===== src/acc_pkg.sv =====
// Constants, register map and codes for the ARINC 429 channel configuration block
package acc_pkg;
  // ----------------------------------------------------------------
  // Register byte offsets (APB, one 32-bit word each)
  // ----------------------------------------------------------------
  localparam logic [7:0] ADDR_RX_RATE = 8'h00;
  localparam logic [7:0] ADDR_TX_RATE = 8'h04;
  localparam logic [7:0] ADDR_RX_CTRL = 8'h08;
  localparam logic [7:0] ADDR_TX_CTRL = 8'h0C;
  localparam logic [7:0] ADDR_GLOBAL = 8'h10;
  localparam logic [7:0] ADDR_TIMER_LO = 8'h14;
  localparam logic [7:0] ADDR_TIMER_HI = 8'h18;
  localparam logic [7:0] ADDR_STATUS = 8'h1C;
  // ----------------------------------------------------------------
  // Field positions
  // ----------------------------------------------------------------
  // RX_CTRL
  localparam int RXC_PARITY_EN = 0;
  localparam int RXC_LOOPBACK = 1;
  localparam int RXC_QUEUE_EN = 2;
  localparam int RXC_SHARED = 3;
  // TX_CTRL
  localparam int TXC_PARITY_LSB = 0;
  localparam int TXC_QUEUE_EN = 2;
  localparam int TXC_OUTPUT_OFF = 3;
  localparam int TXC_GAP_SHORT = 4;
  localparam int TXC_EDGE_FAST = 5;
  localparam int TXC_SIZE_LSB = 8;
  // GLOBAL
  localparam int GLB_KEY = 0;
  localparam int GLB_STAMP_LSB = 4;
  localparam int GLB_TIMER_CLR = 8;
  // STATUS
  localparam int STS_TX_BUSY = 0;
  localparam int STS_RX_PERR = 1;
  localparam int STS_TX_SLOW = 2;
  // ----------------------------------------------------------------
  // Codes
  // ----------------------------------------------------------------
  localparam logic [15:0] RATE_FAST = 16'h0000;
  localparam logic [15:0] RATE_SLOW = 16'h0001;
  localparam logic [1:0] PARITY_ODD_CODE = 2'h0;
  localparam logic [1:0] PARITY_EVEN_CODE = 2'h1;
  localparam logic [1:0] PARITY_OFF_CODE = 2'h2;
  localparam logic LOOPBACK_ON_CODE = 1'b0;
  localparam logic LOOPBACK_OFF_CODE = 1'b1;
  localparam logic [3:0] SIZE_MISSING_CODE = 4'h0;
  localparam logic [3:0] SIZE_EXTRA_CODE = 4'h1;
  localparam logic [3:0] SIZE_NONE_CODE = 4'h8;
  localparam logic KEY_BY_LABEL = 1'b0;
  localparam logic KEY_BY_LABEL_AND_SDI = 1'b1;
  localparam logic [2:0] STAMP_EXTERNAL_TIME = 3'h0;
  localparam logic [2:0] STAMP_INTERNAL_MICRO = 3'h1;
  localparam logic [2:0] STAMP_INTERNAL_TWENTY_MICRO = 3'h3;
  localparam logic [2:0] STAMP_INTERNAL_MILLI = 3'h4;
  // ----------------------------------------------------------------
  // Reset values
  // ----------------------------------------------------------------
  localparam logic [31:0] RST_RX_CTRL = 32'h0000000E;
  localparam logic [31:0] RST_TX_CTRL = 32'h00000804;
  localparam logic [31:0] RST_GLOBAL = 32'h00000010;
  // ----------------------------------------------------------------
  // Timing: reference 16 MHz, system 250 MHz
  // ----------------------------------------------------------------
  localparam int REF_HZ = 16000000;
  localparam int FAST_BAUD = 100000;
  localparam int SLOW_BAUD = 12500;
  localparam int SLEW_LIMIT_HZ = 15000;
  // Divisor = 16e6 / baud
  localparam logic [16:0] FAST_DIV = 17'(REF_HZ / FAST_BAUD);
  localparam logic [16:0] SLOW_DIV = 17'(REF_HZ / SLOW_BAUD);
  // Setting+2 above this means baud below 15 kHz
  localparam logic [16:0] SLEW_DIV_LIMIT = 17'(REF_HZ / SLEW_LIMIT_HZ);
  localparam int SYS_HZ = 250000000;
  localparam int STAMP_US = 1;
  localparam int SYS_PER_US = SYS_HZ / 1000000 * STAMP_US;
  localparam int REF_PER_US = REF_HZ / 1000000;
  localparam int STD_BITS = 32;
  localparam int STD_GAP = 4;
  localparam int SHORT_GAP = 3;
  localparam int LABEL_W = 8;
  localparam int SDI_W = 2;
  localparam int US_PER_TWENTY = 20;
  localparam int US_PER_MILLI = 1000;
  // ----------------------------------------------------------------
  // Shared decode
  // ----------------------------------------------------------------
  // Cycles of the reference per bit for a rate setting
  function automatic logic [16:0] acc_rate_div(input logic [15:0] setting);
    if (setting == RATE_FAST) begin
      return FAST_DIV;
    end else if (setting == RATE_SLOW) begin
      return SLOW_DIV;
    end
    return {1'b0, setting} + 17'h00002;
  endfunction : acc_rate_div
endpackage : acc_pkg


===== src/acc_bit_timer.sv =====
// Reference-clock tick and bit-time tick generator for one channel
`timescale 1ns/1ns
module acc_bit_timer
  import acc_pkg::*;
#(
  parameter int REF_DIV = SYS_HZ / REF_HZ
) (
  input wire logic i_clk,
  input wire logic i_rst,
  input wire logic i_restart,
  input wire logic [15:0] i_rate,
  output logic o_bit_tick
);
  logic [16:0] cnt_reg;
  logic ref_tick;
  logic [16:0] div;

  // ----------------------------------------------------------------
  // 16 MHz reference tick, fractional from 250 MHz (15.625 average)
  // ----------------------------------------------------------------
  // Phase accumulator: tick whenever 16 per 250 is owed
  logic [8:0] ph_reg;
  always_ff @(posedge i_clk or posedge i_rst) begin
    if (i_rst) begin
      ph_reg <= 9'h000;
    end else if (ph_reg + 9'(REF_HZ / 1000000) >= 9'(SYS_HZ / 1000000)) begin
      ph_reg <= ph_reg + 9'(REF_HZ / 1000000) - 9'(SYS_HZ / 1000000);
    end else begin
      ph_reg <= ph_reg + 9'(REF_HZ / 1000000);
    end
  end
  assign ref_tick = (ph_reg + 9'(REF_HZ / 1000000) >= 9'(SYS_HZ / 1000000));

  // Divide the reference by setting+2, or the standard divisor
  // Two ticks per bit time: one at mid-bit and one at the end
  assign div = acc_rate_div(i_rate);
  always_ff @(posedge i_clk or posedge i_rst) begin
    if (i_rst) begin
      cnt_reg <= 17'h00000;
      o_bit_tick <= 1'b0;
    end else if (i_restart) begin
      cnt_reg <= 17'h00000;
      o_bit_tick <= 1'b0;
    end else begin
      o_bit_tick <= 1'b0;
      if (ref_tick) begin
        if (cnt_reg + 17'h00001 >= div) begin
          cnt_reg <= 17'h00000;
          o_bit_tick <= 1'b1;
        end else begin
          cnt_reg <= cnt_reg + 17'h00001;
          o_bit_tick <= (cnt_reg + 17'h00001 == {1'b0, div[16:1]});
        end
      end
    end
  end
endmodule : acc_bit_timer


===== src/acc_timestamp.sv =====
// Internal microsecond timer and time-stamp selection
`timescale 1ns/1ns
module acc_timestamp
  import acc_pkg::*;
(
  input wire logic i_clk,
  input wire logic i_rst,
  input wire logic i_clear,
  input wire logic [2:0] i_mode,
  input wire logic [63:0] i_ext_time,
  output logic [63:0] o_stamp
);
  logic [7:0] pre_reg;
  logic [63:0] us_reg;
  logic [4:0] tw_pre_reg;
  logic [9:0] ms_pre_reg;
  logic [31:0] tw_reg;
  logic [31:0] ms_reg;
  logic us_tick;

  assign us_tick = (pre_reg == 8'(SYS_PER_US - 1));
  // Microsecond, twenty-microsecond and millisecond counters, cleared on host command
  always_ff @(posedge i_clk or posedge i_rst) begin
    if (i_rst) begin
      pre_reg <= 8'h00;
      us_reg <= 64'h0;
      tw_pre_reg <= 5'h00;
      tw_reg <= 32'h0;
      ms_pre_reg <= 10'h000;
      ms_reg <= 32'h0;
    end else if (i_clear) begin
      pre_reg <= 8'h00;
      us_reg <= 64'h0;
      tw_pre_reg <= 5'h00;
      tw_reg <= 32'h0;
      ms_pre_reg <= 10'h000;
      ms_reg <= 32'h0;
    end else begin
      pre_reg <= us_tick ? 8'h00 : pre_reg + 8'h01;
      if (us_tick) begin
        us_reg <= us_reg + 64'h1;
        if (tw_pre_reg == 5'(US_PER_TWENTY - 1)) begin
          tw_pre_reg <= 5'h00;
          tw_reg <= tw_reg + 32'h1;
        end else begin
          tw_pre_reg <= tw_pre_reg + 5'h01;
        end
        if (ms_pre_reg == 10'(US_PER_MILLI - 1)) begin
          ms_pre_reg <= 10'h000;
          ms_reg <= ms_reg + 32'h1;
        end else begin
          ms_pre_reg <= ms_pre_reg + 10'h001;
        end
      end
    end
  end

  // Source and resolution select
  always_ff @(posedge i_clk or posedge i_rst) begin
    if (i_rst) begin
      o_stamp <= 64'h0;
    end else begin
      case (i_mode)
        STAMP_EXTERNAL_TIME: o_stamp <= i_ext_time;
        STAMP_INTERNAL_MICRO: o_stamp <= us_reg;
        STAMP_INTERNAL_TWENTY_MICRO: o_stamp <= {32'h0, tw_reg};
        STAMP_INTERNAL_MILLI: o_stamp <= {32'h0, ms_reg};
        default: o_stamp <= us_reg;
      endcase
    end
  end
endmodule : acc_timestamp


===== src/acc_channel_config.sv =====
// APB-configured ARINC 429 channel pair: transmitter framing and receive routing
//
// The placing of the registers and the APB register port are this design's own decisions.
`timescale 1ns/1ns
module acc_channel_config
  import acc_pkg::*;
(
  input wire logic I_SYS_CLK,
  input wire logic I_RST,
  // APB slave
  input wire logic I_PSEL,
  input wire logic I_PENABLE,
  input wire logic I_PWRITE,
  input wire logic [7:0] I_PADDR,
  input wire logic [31:0] I_PWDATA,
  output logic [31:0] O_PRDATA,
  output logic O_PREADY,
  output logic O_PSLVERR,
  // Transmit word source
  input wire logic I_TX_VALID,
  input wire logic [31:0] I_TX_WORD,
  output logic O_TX_READY,
  // Line outputs (high and low legs), null when both low
  output logic O_TX_HI,
  output logic O_TX_LO,
  output logic O_TX_FAST_EDGE,
  // External receive line and word framing
  input wire logic I_RX_VALID,
  input wire logic [31:0] I_RX_WORD,
  // Received word to buffers
  output logic O_RX_VALID,
  output logic [31:0] O_RX_WORD,
  output logic O_RX_PARITY_ERR,
  output logic O_RX_TO_SHARED,
  output logic [9:0] O_RX_KEY,
  output logic [63:0] O_RX_STAMP,
  // External time source
  input wire logic [63:0] I_EXT_TIME
);
  // ----------------------------------------------------------------
  // Configuration registers
  // ----------------------------------------------------------------
  logic [15:0] rx_rate_select_reg;
  logic [15:0] tx_rate_select_reg;
  logic [31:0] rx_ctrl_reg;
  logic [31:0] tx_ctrl_reg;
  logic [31:0] global_reg;
  logic perr_reg;
  logic timer_clr;
  logic [63:0] stamp;

  logic rx_parity_check_enable;
  logic rx_loopback_select;
  logic rx_queue_enable;
  logic rx_shared_buffer_enable;
  logic [1:0] tx_parity_select;
  logic tx_queue_enable;
  logic tx_output_off;
  logic tx_short_gap_inject;
  logic tx_edge_speed_select;
  logic [3:0] tx_word_size_error;
  logic latest_word_store_key;
  logic [2:0] timestamp_source_select;

  assign rx_parity_check_enable = rx_ctrl_reg[RXC_PARITY_EN];
  assign rx_loopback_select = rx_ctrl_reg[RXC_LOOPBACK];
  assign rx_queue_enable = rx_ctrl_reg[RXC_QUEUE_EN];
  assign rx_shared_buffer_enable = rx_ctrl_reg[RXC_SHARED];
  assign tx_parity_select = tx_ctrl_reg[TXC_PARITY_LSB +: 2];
  assign tx_queue_enable = tx_ctrl_reg[TXC_QUEUE_EN];
  assign tx_output_off = tx_ctrl_reg[TXC_OUTPUT_OFF];
  assign tx_short_gap_inject = tx_ctrl_reg[TXC_GAP_SHORT];
  assign tx_edge_speed_select = tx_ctrl_reg[TXC_EDGE_FAST];
  assign tx_word_size_error = tx_ctrl_reg[TXC_SIZE_LSB +: 4];
  assign latest_word_store_key = global_reg[GLB_KEY];
  assign timestamp_source_select = global_reg[GLB_STAMP_LSB +: 3];

  logic apb_wr;
  logic apb_rd;
  assign apb_wr = I_PSEL && I_PENABLE && I_PWRITE;
  assign apb_rd = I_PSEL && !I_PENABLE && !I_PWRITE;

  function automatic logic addr_known(input logic [7:0] a);
    return (a == ADDR_RX_RATE) || (a == ADDR_TX_RATE) || (a == ADDR_RX_CTRL) ||
           (a == ADDR_TX_CTRL) || (a == ADDR_GLOBAL) || (a == ADDR_TIMER_LO) ||
           (a == ADDR_TIMER_HI) || (a == ADDR_STATUS);
  endfunction : addr_known

  // Register writes
  always_ff @(posedge I_SYS_CLK or posedge I_RST) begin
    if (I_RST) begin
      rx_rate_select_reg <= RATE_FAST;
      tx_rate_select_reg <= RATE_FAST;
      rx_ctrl_reg <= RST_RX_CTRL;
      tx_ctrl_reg <= RST_TX_CTRL;
      global_reg <= RST_GLOBAL;
    end else if (apb_wr) begin
      case (I_PADDR)
        ADDR_RX_RATE: rx_rate_select_reg <= I_PWDATA[15:0];
        ADDR_TX_RATE: tx_rate_select_reg <= I_PWDATA[15:0];
        ADDR_RX_CTRL: rx_ctrl_reg <= {28'h0, I_PWDATA[3:0]};
        ADDR_TX_CTRL: tx_ctrl_reg <= {20'h0, I_PWDATA[11:8], 2'h0, I_PWDATA[5:0]};
        ADDR_GLOBAL: global_reg <= {25'h0, I_PWDATA[6:4], 3'h0, I_PWDATA[0]};
        default: ;
      endcase
    end
  end

  // Timer clear is a write-one pulse, not stored
  assign timer_clr = apb_wr && (I_PADDR == ADDR_GLOBAL) && I_PWDATA[GLB_TIMER_CLR];

  // ----------------------------------------------------------------
  // APB answer: ready one cycle after setup, data registered
  // ----------------------------------------------------------------
  logic [63:0] timer_now;
  logic tx_busy;
  logic tx_slow_edge;
  always_ff @(posedge I_SYS_CLK or posedge I_RST) begin
    if (I_RST) begin
      O_PRDATA <= 32'h0;
      O_PREADY <= 1'b0;
      O_PSLVERR <= 1'b0;
    end else begin
      O_PREADY <= I_PSEL && !I_PENABLE;
      O_PSLVERR <= I_PSEL && !I_PENABLE && !addr_known(I_PADDR);
      if (apb_rd) begin
        case (I_PADDR)
          ADDR_RX_RATE: O_PRDATA <= {16'h0, rx_rate_select_reg};
          ADDR_TX_RATE: O_PRDATA <= {16'h0, tx_rate_select_reg};
          ADDR_RX_CTRL: O_PRDATA <= rx_ctrl_reg;
          ADDR_TX_CTRL: O_PRDATA <= tx_ctrl_reg;
          ADDR_GLOBAL: O_PRDATA <= global_reg;
          ADDR_TIMER_LO: O_PRDATA <= timer_now[31:0];
          ADDR_TIMER_HI: O_PRDATA <= timer_now[63:32];
          ADDR_STATUS: O_PRDATA <= {29'h0, tx_slow_edge, perr_reg, tx_busy};
          default: O_PRDATA <= 32'h0;
        endcase
      end else if (I_PSEL && !I_PENABLE) begin
        // Writes answer with zero data, refused ones included
        O_PRDATA <= 32'h00000000;
      end
    end
  end

  // ----------------------------------------------------------------
  // Time stamp
  // ----------------------------------------------------------------
  acc_timestamp u_stamp (
    .i_clk(I_SYS_CLK),
    .i_rst(I_RST),
    .i_clear(timer_clr),
    .i_mode(timestamp_source_select),
    .i_ext_time(I_EXT_TIME),
    .o_stamp(stamp)
  );
  assign timer_now = stamp;

  // ----------------------------------------------------------------
  // Transmitter
  // ----------------------------------------------------------------
  typedef enum logic [1:0] {TX_IDLE, TX_DATA, TX_GAP} acc_tx_state_t;
  acc_tx_state_t tx_state_reg;
  logic [32:0] tx_shift_reg;
  logic [5:0] tx_count_reg;
  logic [5:0] tx_len;
  logic [5:0] tx_gap;
  logic tx_bit_tick;
  logic tx_half_reg;
  logic [31:0] tx_framed;

  acc_bit_timer u_tx_timer (
    .i_clk(I_SYS_CLK),
    .i_rst(I_RST),
    .i_restart(tx_state_reg == TX_IDLE),
    .i_rate(tx_rate_select_reg),
    .o_bit_tick(tx_bit_tick)
  );

  // Word length from size-error code
  always_comb begin
    case (tx_word_size_error)
      SIZE_MISSING_CODE: tx_len = 6'(STD_BITS - 1);
      SIZE_EXTRA_CODE: tx_len = 6'(STD_BITS + 1);
      default: tx_len = 6'(STD_BITS);
    endcase
    tx_gap = tx_short_gap_inject ? 6'(SHORT_GAP) : 6'(STD_GAP);
  end

  // Parity placed in bit 32, or host bit left as is
  always_comb begin
    tx_framed = I_TX_WORD;
    case (tx_parity_select)
      PARITY_ODD_CODE: tx_framed[31] = ~^I_TX_WORD[30:0];
      PARITY_EVEN_CODE: tx_framed[31] = ^I_TX_WORD[30:0];
      default: tx_framed[31] = I_TX_WORD[31];
    endcase
  end

  // Each bit is two half-bit ticks: level then return to zero
  always_ff @(posedge I_SYS_CLK or posedge I_RST) begin
    if (I_RST) begin
      tx_state_reg <= TX_IDLE;
      tx_shift_reg <= 33'h0;
      tx_count_reg <= 6'h00;
      tx_half_reg <= 1'b0;
      O_TX_READY <= 1'b0;
      O_TX_HI <= 1'b0;
      O_TX_LO <= 1'b0;
    end else begin
      O_TX_READY <= 1'b0;
      case (tx_state_reg)
        TX_IDLE: begin
          O_TX_HI <= 1'b0;
          O_TX_LO <= 1'b0;
          if (I_TX_VALID && tx_queue_enable && !tx_output_off && !O_TX_READY) begin
            tx_shift_reg <= {1'b0, tx_framed};
            tx_count_reg <= tx_len;
            tx_half_reg <= 1'b0;
            O_TX_READY <= 1'b1;
            tx_state_reg <= TX_DATA;
          end
        end
        TX_DATA: begin
          if (tx_output_off) begin
            O_TX_HI <= 1'b0;
            O_TX_LO <= 1'b0;
            tx_state_reg <= TX_IDLE;
          end else if (tx_bit_tick) begin
            tx_half_reg <= ~tx_half_reg;
            if (!tx_half_reg) begin
              O_TX_HI <= tx_shift_reg[0];
              O_TX_LO <= ~tx_shift_reg[0];
            end else begin
              O_TX_HI <= 1'b0;
              O_TX_LO <= 1'b0;
              tx_shift_reg <= {1'b0, tx_shift_reg[32:1]};
              if (tx_count_reg == 6'h01) begin
                tx_count_reg <= tx_gap;
                tx_state_reg <= TX_GAP;
              end else begin
                tx_count_reg <= tx_count_reg - 6'h01;
              end
            end
          end
        end
        TX_GAP: begin
          O_TX_HI <= 1'b0;
          O_TX_LO <= 1'b0;
          if (tx_bit_tick) begin
            tx_half_reg <= ~tx_half_reg;
            if (tx_half_reg) begin
              if (tx_count_reg == 6'h01) begin
                tx_state_reg <= TX_IDLE;
              end else begin
                tx_count_reg <= tx_count_reg - 6'h01;
              end
            end
          end
        end
        default: tx_state_reg <= TX_IDLE;
      endcase
    end
  end
  assign tx_busy = (tx_state_reg != TX_IDLE);

  // Slew: standard rates follow the select bit; others follow the baud
  always_ff @(posedge I_SYS_CLK or posedge I_RST) begin
    if (I_RST) begin
      O_TX_FAST_EDGE <= 1'b0;
    end else if (tx_rate_select_reg == RATE_FAST || tx_rate_select_reg == RATE_SLOW) begin
      O_TX_FAST_EDGE <= tx_edge_speed_select;
    end else begin
      O_TX_FAST_EDGE <= (acc_rate_div(tx_rate_select_reg) <= SLEW_DIV_LIMIT);
    end
  end
  assign tx_slow_edge = ~O_TX_FAST_EDGE;

  // ----------------------------------------------------------------
  // Receiver routing
  // ----------------------------------------------------------------
  logic rx_in_valid;
  logic [31:0] rx_in_word;
  // Loopback takes the framed transmit word in place of the bus
  always_comb begin
    if (rx_loopback_select == LOOPBACK_ON_CODE) begin
      rx_in_valid = O_TX_READY;
      rx_in_word = tx_shift_reg[31:0];
    end else begin
      rx_in_valid = I_RX_VALID;
      rx_in_word = I_RX_WORD;
    end
  end

  always_ff @(posedge I_SYS_CLK or posedge I_RST) begin
    if (I_RST) begin
      O_RX_VALID <= 1'b0;
      O_RX_WORD <= 32'h0;
      O_RX_PARITY_ERR <= 1'b0;
      O_RX_TO_SHARED <= 1'b0;
      O_RX_KEY <= 10'h000;
      O_RX_STAMP <= 64'h0;
      perr_reg <= 1'b0;
    end else begin
      O_RX_VALID <= rx_in_valid && rx_queue_enable;
      if (rx_in_valid) begin
        O_RX_WORD <= rx_in_word;
        O_RX_PARITY_ERR <= rx_parity_check_enable && !(^rx_in_word);
        O_RX_TO_SHARED <= rx_shared_buffer_enable;
        O_RX_KEY <= (latest_word_store_key == KEY_BY_LABEL_AND_SDI) ?
                    rx_in_word[LABEL_W + SDI_W - 1:0] :
                    {2'h0, rx_in_word[LABEL_W - 1:0]};
        O_RX_STAMP <= stamp;
        perr_reg <= rx_parity_check_enable && !(^rx_in_word);
      end
    end
  end
endmodule : acc_channel_config


===== config.mk =====
export PLATFORM = sky130hd
export DESIGN_NAME = acc_channel_config
export DESIGN_NICKNAME = d
export VERILOG_FILES = /design/src/acc_pkg.sv /design/src/acc_bit_timer.sv /design/src/acc_timestamp.sv /design/src/acc_channel_config.sv
export SDC_FILE = /design/constraint.sdc
export NUM_CORES = 1
export LEC_CHECK = 0
export BUFFER_PORTS_ARGS = -buffer_cell sky130_fd_sc_hd__buf_4
export CAP_MARGIN = 15
export CORE_MARGIN = 2
export CORE_UTILIZATION = 35
export CTS_CLUSTER_SIZE = 10
export DETAILED_ROUTE_END_ITERATION = 10
export PLACE_DENSITY_LB_ADDON = 0.15
export SETUP_SLACK_MARGIN = 0.2
export SYNTH_ARGS = -nofsm -noshare
export SYNTH_HDL_FRONTEND = slang
export SYNTH_SLANG_ARGS = --single-unit

===== constraint.sdc =====
create_clock -name I_SYS_CLK -period 28.6 [get_ports I_SYS_CLK]
set_input_delay 2.86 -clock I_SYS_CLK [delete_from_list [all_inputs] [get_ports I_SYS_CLK]]
set_output_delay 2.86 -clock I_SYS_CLK [all_outputs]
set_load 0.005 [all_outputs]

==> impl_metrics.ini <==
[synth]
synthSimpleGateAreaFrac = 0.1767
synth_edf_count = 0
synth_compound_area_frac = 0.1063
yosysTopAreaCell = dfrtp_1
synthCells = 2369
synth-xor-area-share = 0.09177
synth_ff_type = dfrtp_1
synth_fp_nets = 2580
syn_avg_cell_area_um2 = 9.911
synth_top_family_by_area = simple AND/OR/NAND/NOR gates
synth_common_cells = dfrtp_1, nand2_1, nor2_1
synth-seq-cells = 471
synthMuxAreaShare = 0.07674
ys_types = 70
synth_top_area_frac = 0.4956
synthAdderAreaFrac = 0.01918
synth.most_common_cell = dfrtp_1
synth.area.top_cells = dfrtp_1, nand2_1, xor2_1
ys_seq_area_frac = 0.5023
synthArstFlopShare = 1.000
ys_warn_count = 0
netlist_area_mm2 = 0.02348

[die]
io_pins = 322
start_util = 0.3552
num_rows = 94
die-area_mm2 = 0.06917
die_h_um = 263
die_w_um = 263
coreArea_mm2 = 0.06610

[clock_network]
htree_levels = 2
postCtsSetupBuffers = 0
cts_tree = yes
cts_sinks = 471
clock_latency_ns = 0.62
cts_resized = 0
cts_made_buffers = 55
hold_buffers = 0
path_clk_slew_ns = 0.05
clock_path_buffers = 3
cts-root-buf = clkbuf_16

[setup_path]
cp-start-kind = input port
arrival_ns = 6.68
reg2reg_from = u_tx_timer.cnt_reg[0]
path_class = input port to register
crit_path_end_kind = register
ff2ff_path_depth = 12
cp_max_fo = 86
r2r_slack_ns = 24.95
worstPathRequired_ns = 29.08
r2r-end = u_tx_timer.cnt_reg[7]

[route]
avgViaCountPerCell = 5.206
antenna_left = 0
drc_errors = 0
vias = 18341
detail_route.wl_per_cell_um = 20.57
dr.pass1.iters = 6
wl_um = 72480
first_iter_violations = 1401

[sta]
max_freq_mhz = 161.2
maxSlewHeadroom = 0.2491
worstMarginPinSlew_ns = 1.126
fin_crit_sh = 0.2169
holdWs_ns = 0.4690
rsz0062_at_grt = false
finalClockSkew_ns = 0.01499
fin_tns_setup_ns = 0
report.final.slew_viol_count = 0
fin_crit_ns = 6.204
setup_viol = 0
timing_hold_violations_final = 0

[power]
power_density_mw_per_mm2 = 63.72
fin_total_pwr_uw = 1796
peakVddDrop_mv = 0.05239
p_leak_uw = 0.01282

[job]
drv_cap = 0

[worst_hold_path]
min_path_cells = 2
timing.hold.worst.start = O_RX_STAMP[53]
hold-path-endpoint = O_RX_STAMP[53]
hp-class = register to register

[grt]
track_usage = 0.2081
antenna_found_initial = 1
grt_start_max_net_pins = 144
grt_pass1_vias = 18402
grt_overflow = 0
grt_pass1_wl_um = 112000

[finish]
multi_input_area_mm2 = 0.01110
nets = 2845
seqCellArea_mm2 = 0.01180
syn2layout_area_growth_pct = 20.03
fill_cells = 6433
final_layout_size_suffix_gt1_frac = 0.1900

[status]
status = completed

[place]
place_congestion = 0.8549
io_buffer_count = 305
hpwlAfterDp_um = 53120
[report_power, final]
part	switching (uW)	internal, uW
registers	56.1	720
clock network	278	364
logic	203	174
total	537	1260
[routing by layer]
metal  track usage  wire, um  vias up
met4       0.04973      1628        0
met1        0.2817     32050     9068
met3       0.03863      4183       99
li1              -         -     8693
met2        0.3450     34620      481
met5             0         0        -
[layout by cell type (no fill, tap or decap), types with 8 or more instances in the layout]
cell,count
a21o_1,11
a21oi_1,68
a221o_1,16
a22o_1,43
a22oi_1,26
a31oi_1,10
and2_1,9
and3_1,28
and4_1,20
buf_4,324
clkbuf_1,16
clkbuf_16,55
dfrtp_1,464
ha_1,35
inv_1,40
mux2_2,54
mux2i_1,116
nand2_1,423
nand2b_1,11
nand3_1,64
nand4_1,45
nor2_1,193
nor2b_1,16
nor3_1,20
nor4_1,9
o21ai_0,148
o221a_2,15
or2_2,8
or3_1,25
xnor2_1,99
xor2_1,147
[worst max-delay path by stage]
stage / start / cells after the start / to / slack (ns)
2_1_floorplan: I_RST / 1 / O_PRDATA[0] / 12.61
3_3_place_gp: I_PADDR[0] / 11 / u_stamp.tw_reg[31] / 21.81
3_5_place_dp: I_PADDR[0] / 11 / u_stamp.tw_reg[31] / 21.74
4_1_cts: I_PADDR[0] / 11 / u_stamp.tw_reg[31] / 22.40
5_1_grt: I_PADDR[0] / 11 / u_stamp.tw_reg[31] / 22.09
6_report: I_PADDR[0] / 11 / u_stamp.tw_reg[31] / 22.40
[cell type report]
cell class	instances	area share
clock buffer	77	0.05390
sequential	471	0.4187
tap	864	0.03836
multi-input combinational	1739	0.3940
timing repair buffer	325	0.08702
inverter	42	0.005860
clock inverter	4	0.002131
antenna	1	0.00008879
[cell families after synthesis]
group	after synthesis
AO/OA/AOI/OAI	381
multiplexers	172
adder cells (fa/ha/maj)	36
flip-flops	471
AND/OR/NAND/NOR	904
buffers and inverters	159
XOR/XNOR	246
[worst max-delay path, cell delays in order]
cell       delay (ns)
buf_4            0.11
nor4_2           0.35
and4bb_1         0.24
buf_4            0.27
and3_4           0.64
buf_4            0.85
o2111ai_2        0.44
nor3_2           0.49
nand3_1          0.17
xor2_1           0.17
nor2_1           0.05
[stage by stage]
| step | cells | instance area, um2 | utilization | setup WS, ns |
|---|---|---|---|---|
| after floorplan | 2369 | 23480 | - | 12.61 |
| after global placement | 3441 | 26600 | 0.4024 | 21.81 |
| after detailed placement | 3441 | 26600 | 0.4024 | 21.74 |
| after CTS | 3522 | 28180 | 0.4263 | 22.40 |
| after global routing | 3523 | 28180 | 0.4264 | 22.09 |
| final | 3523 | 28180 | 0.4264 | 22.40 |
Note: power is estimated with default switching activity, not from simulation.
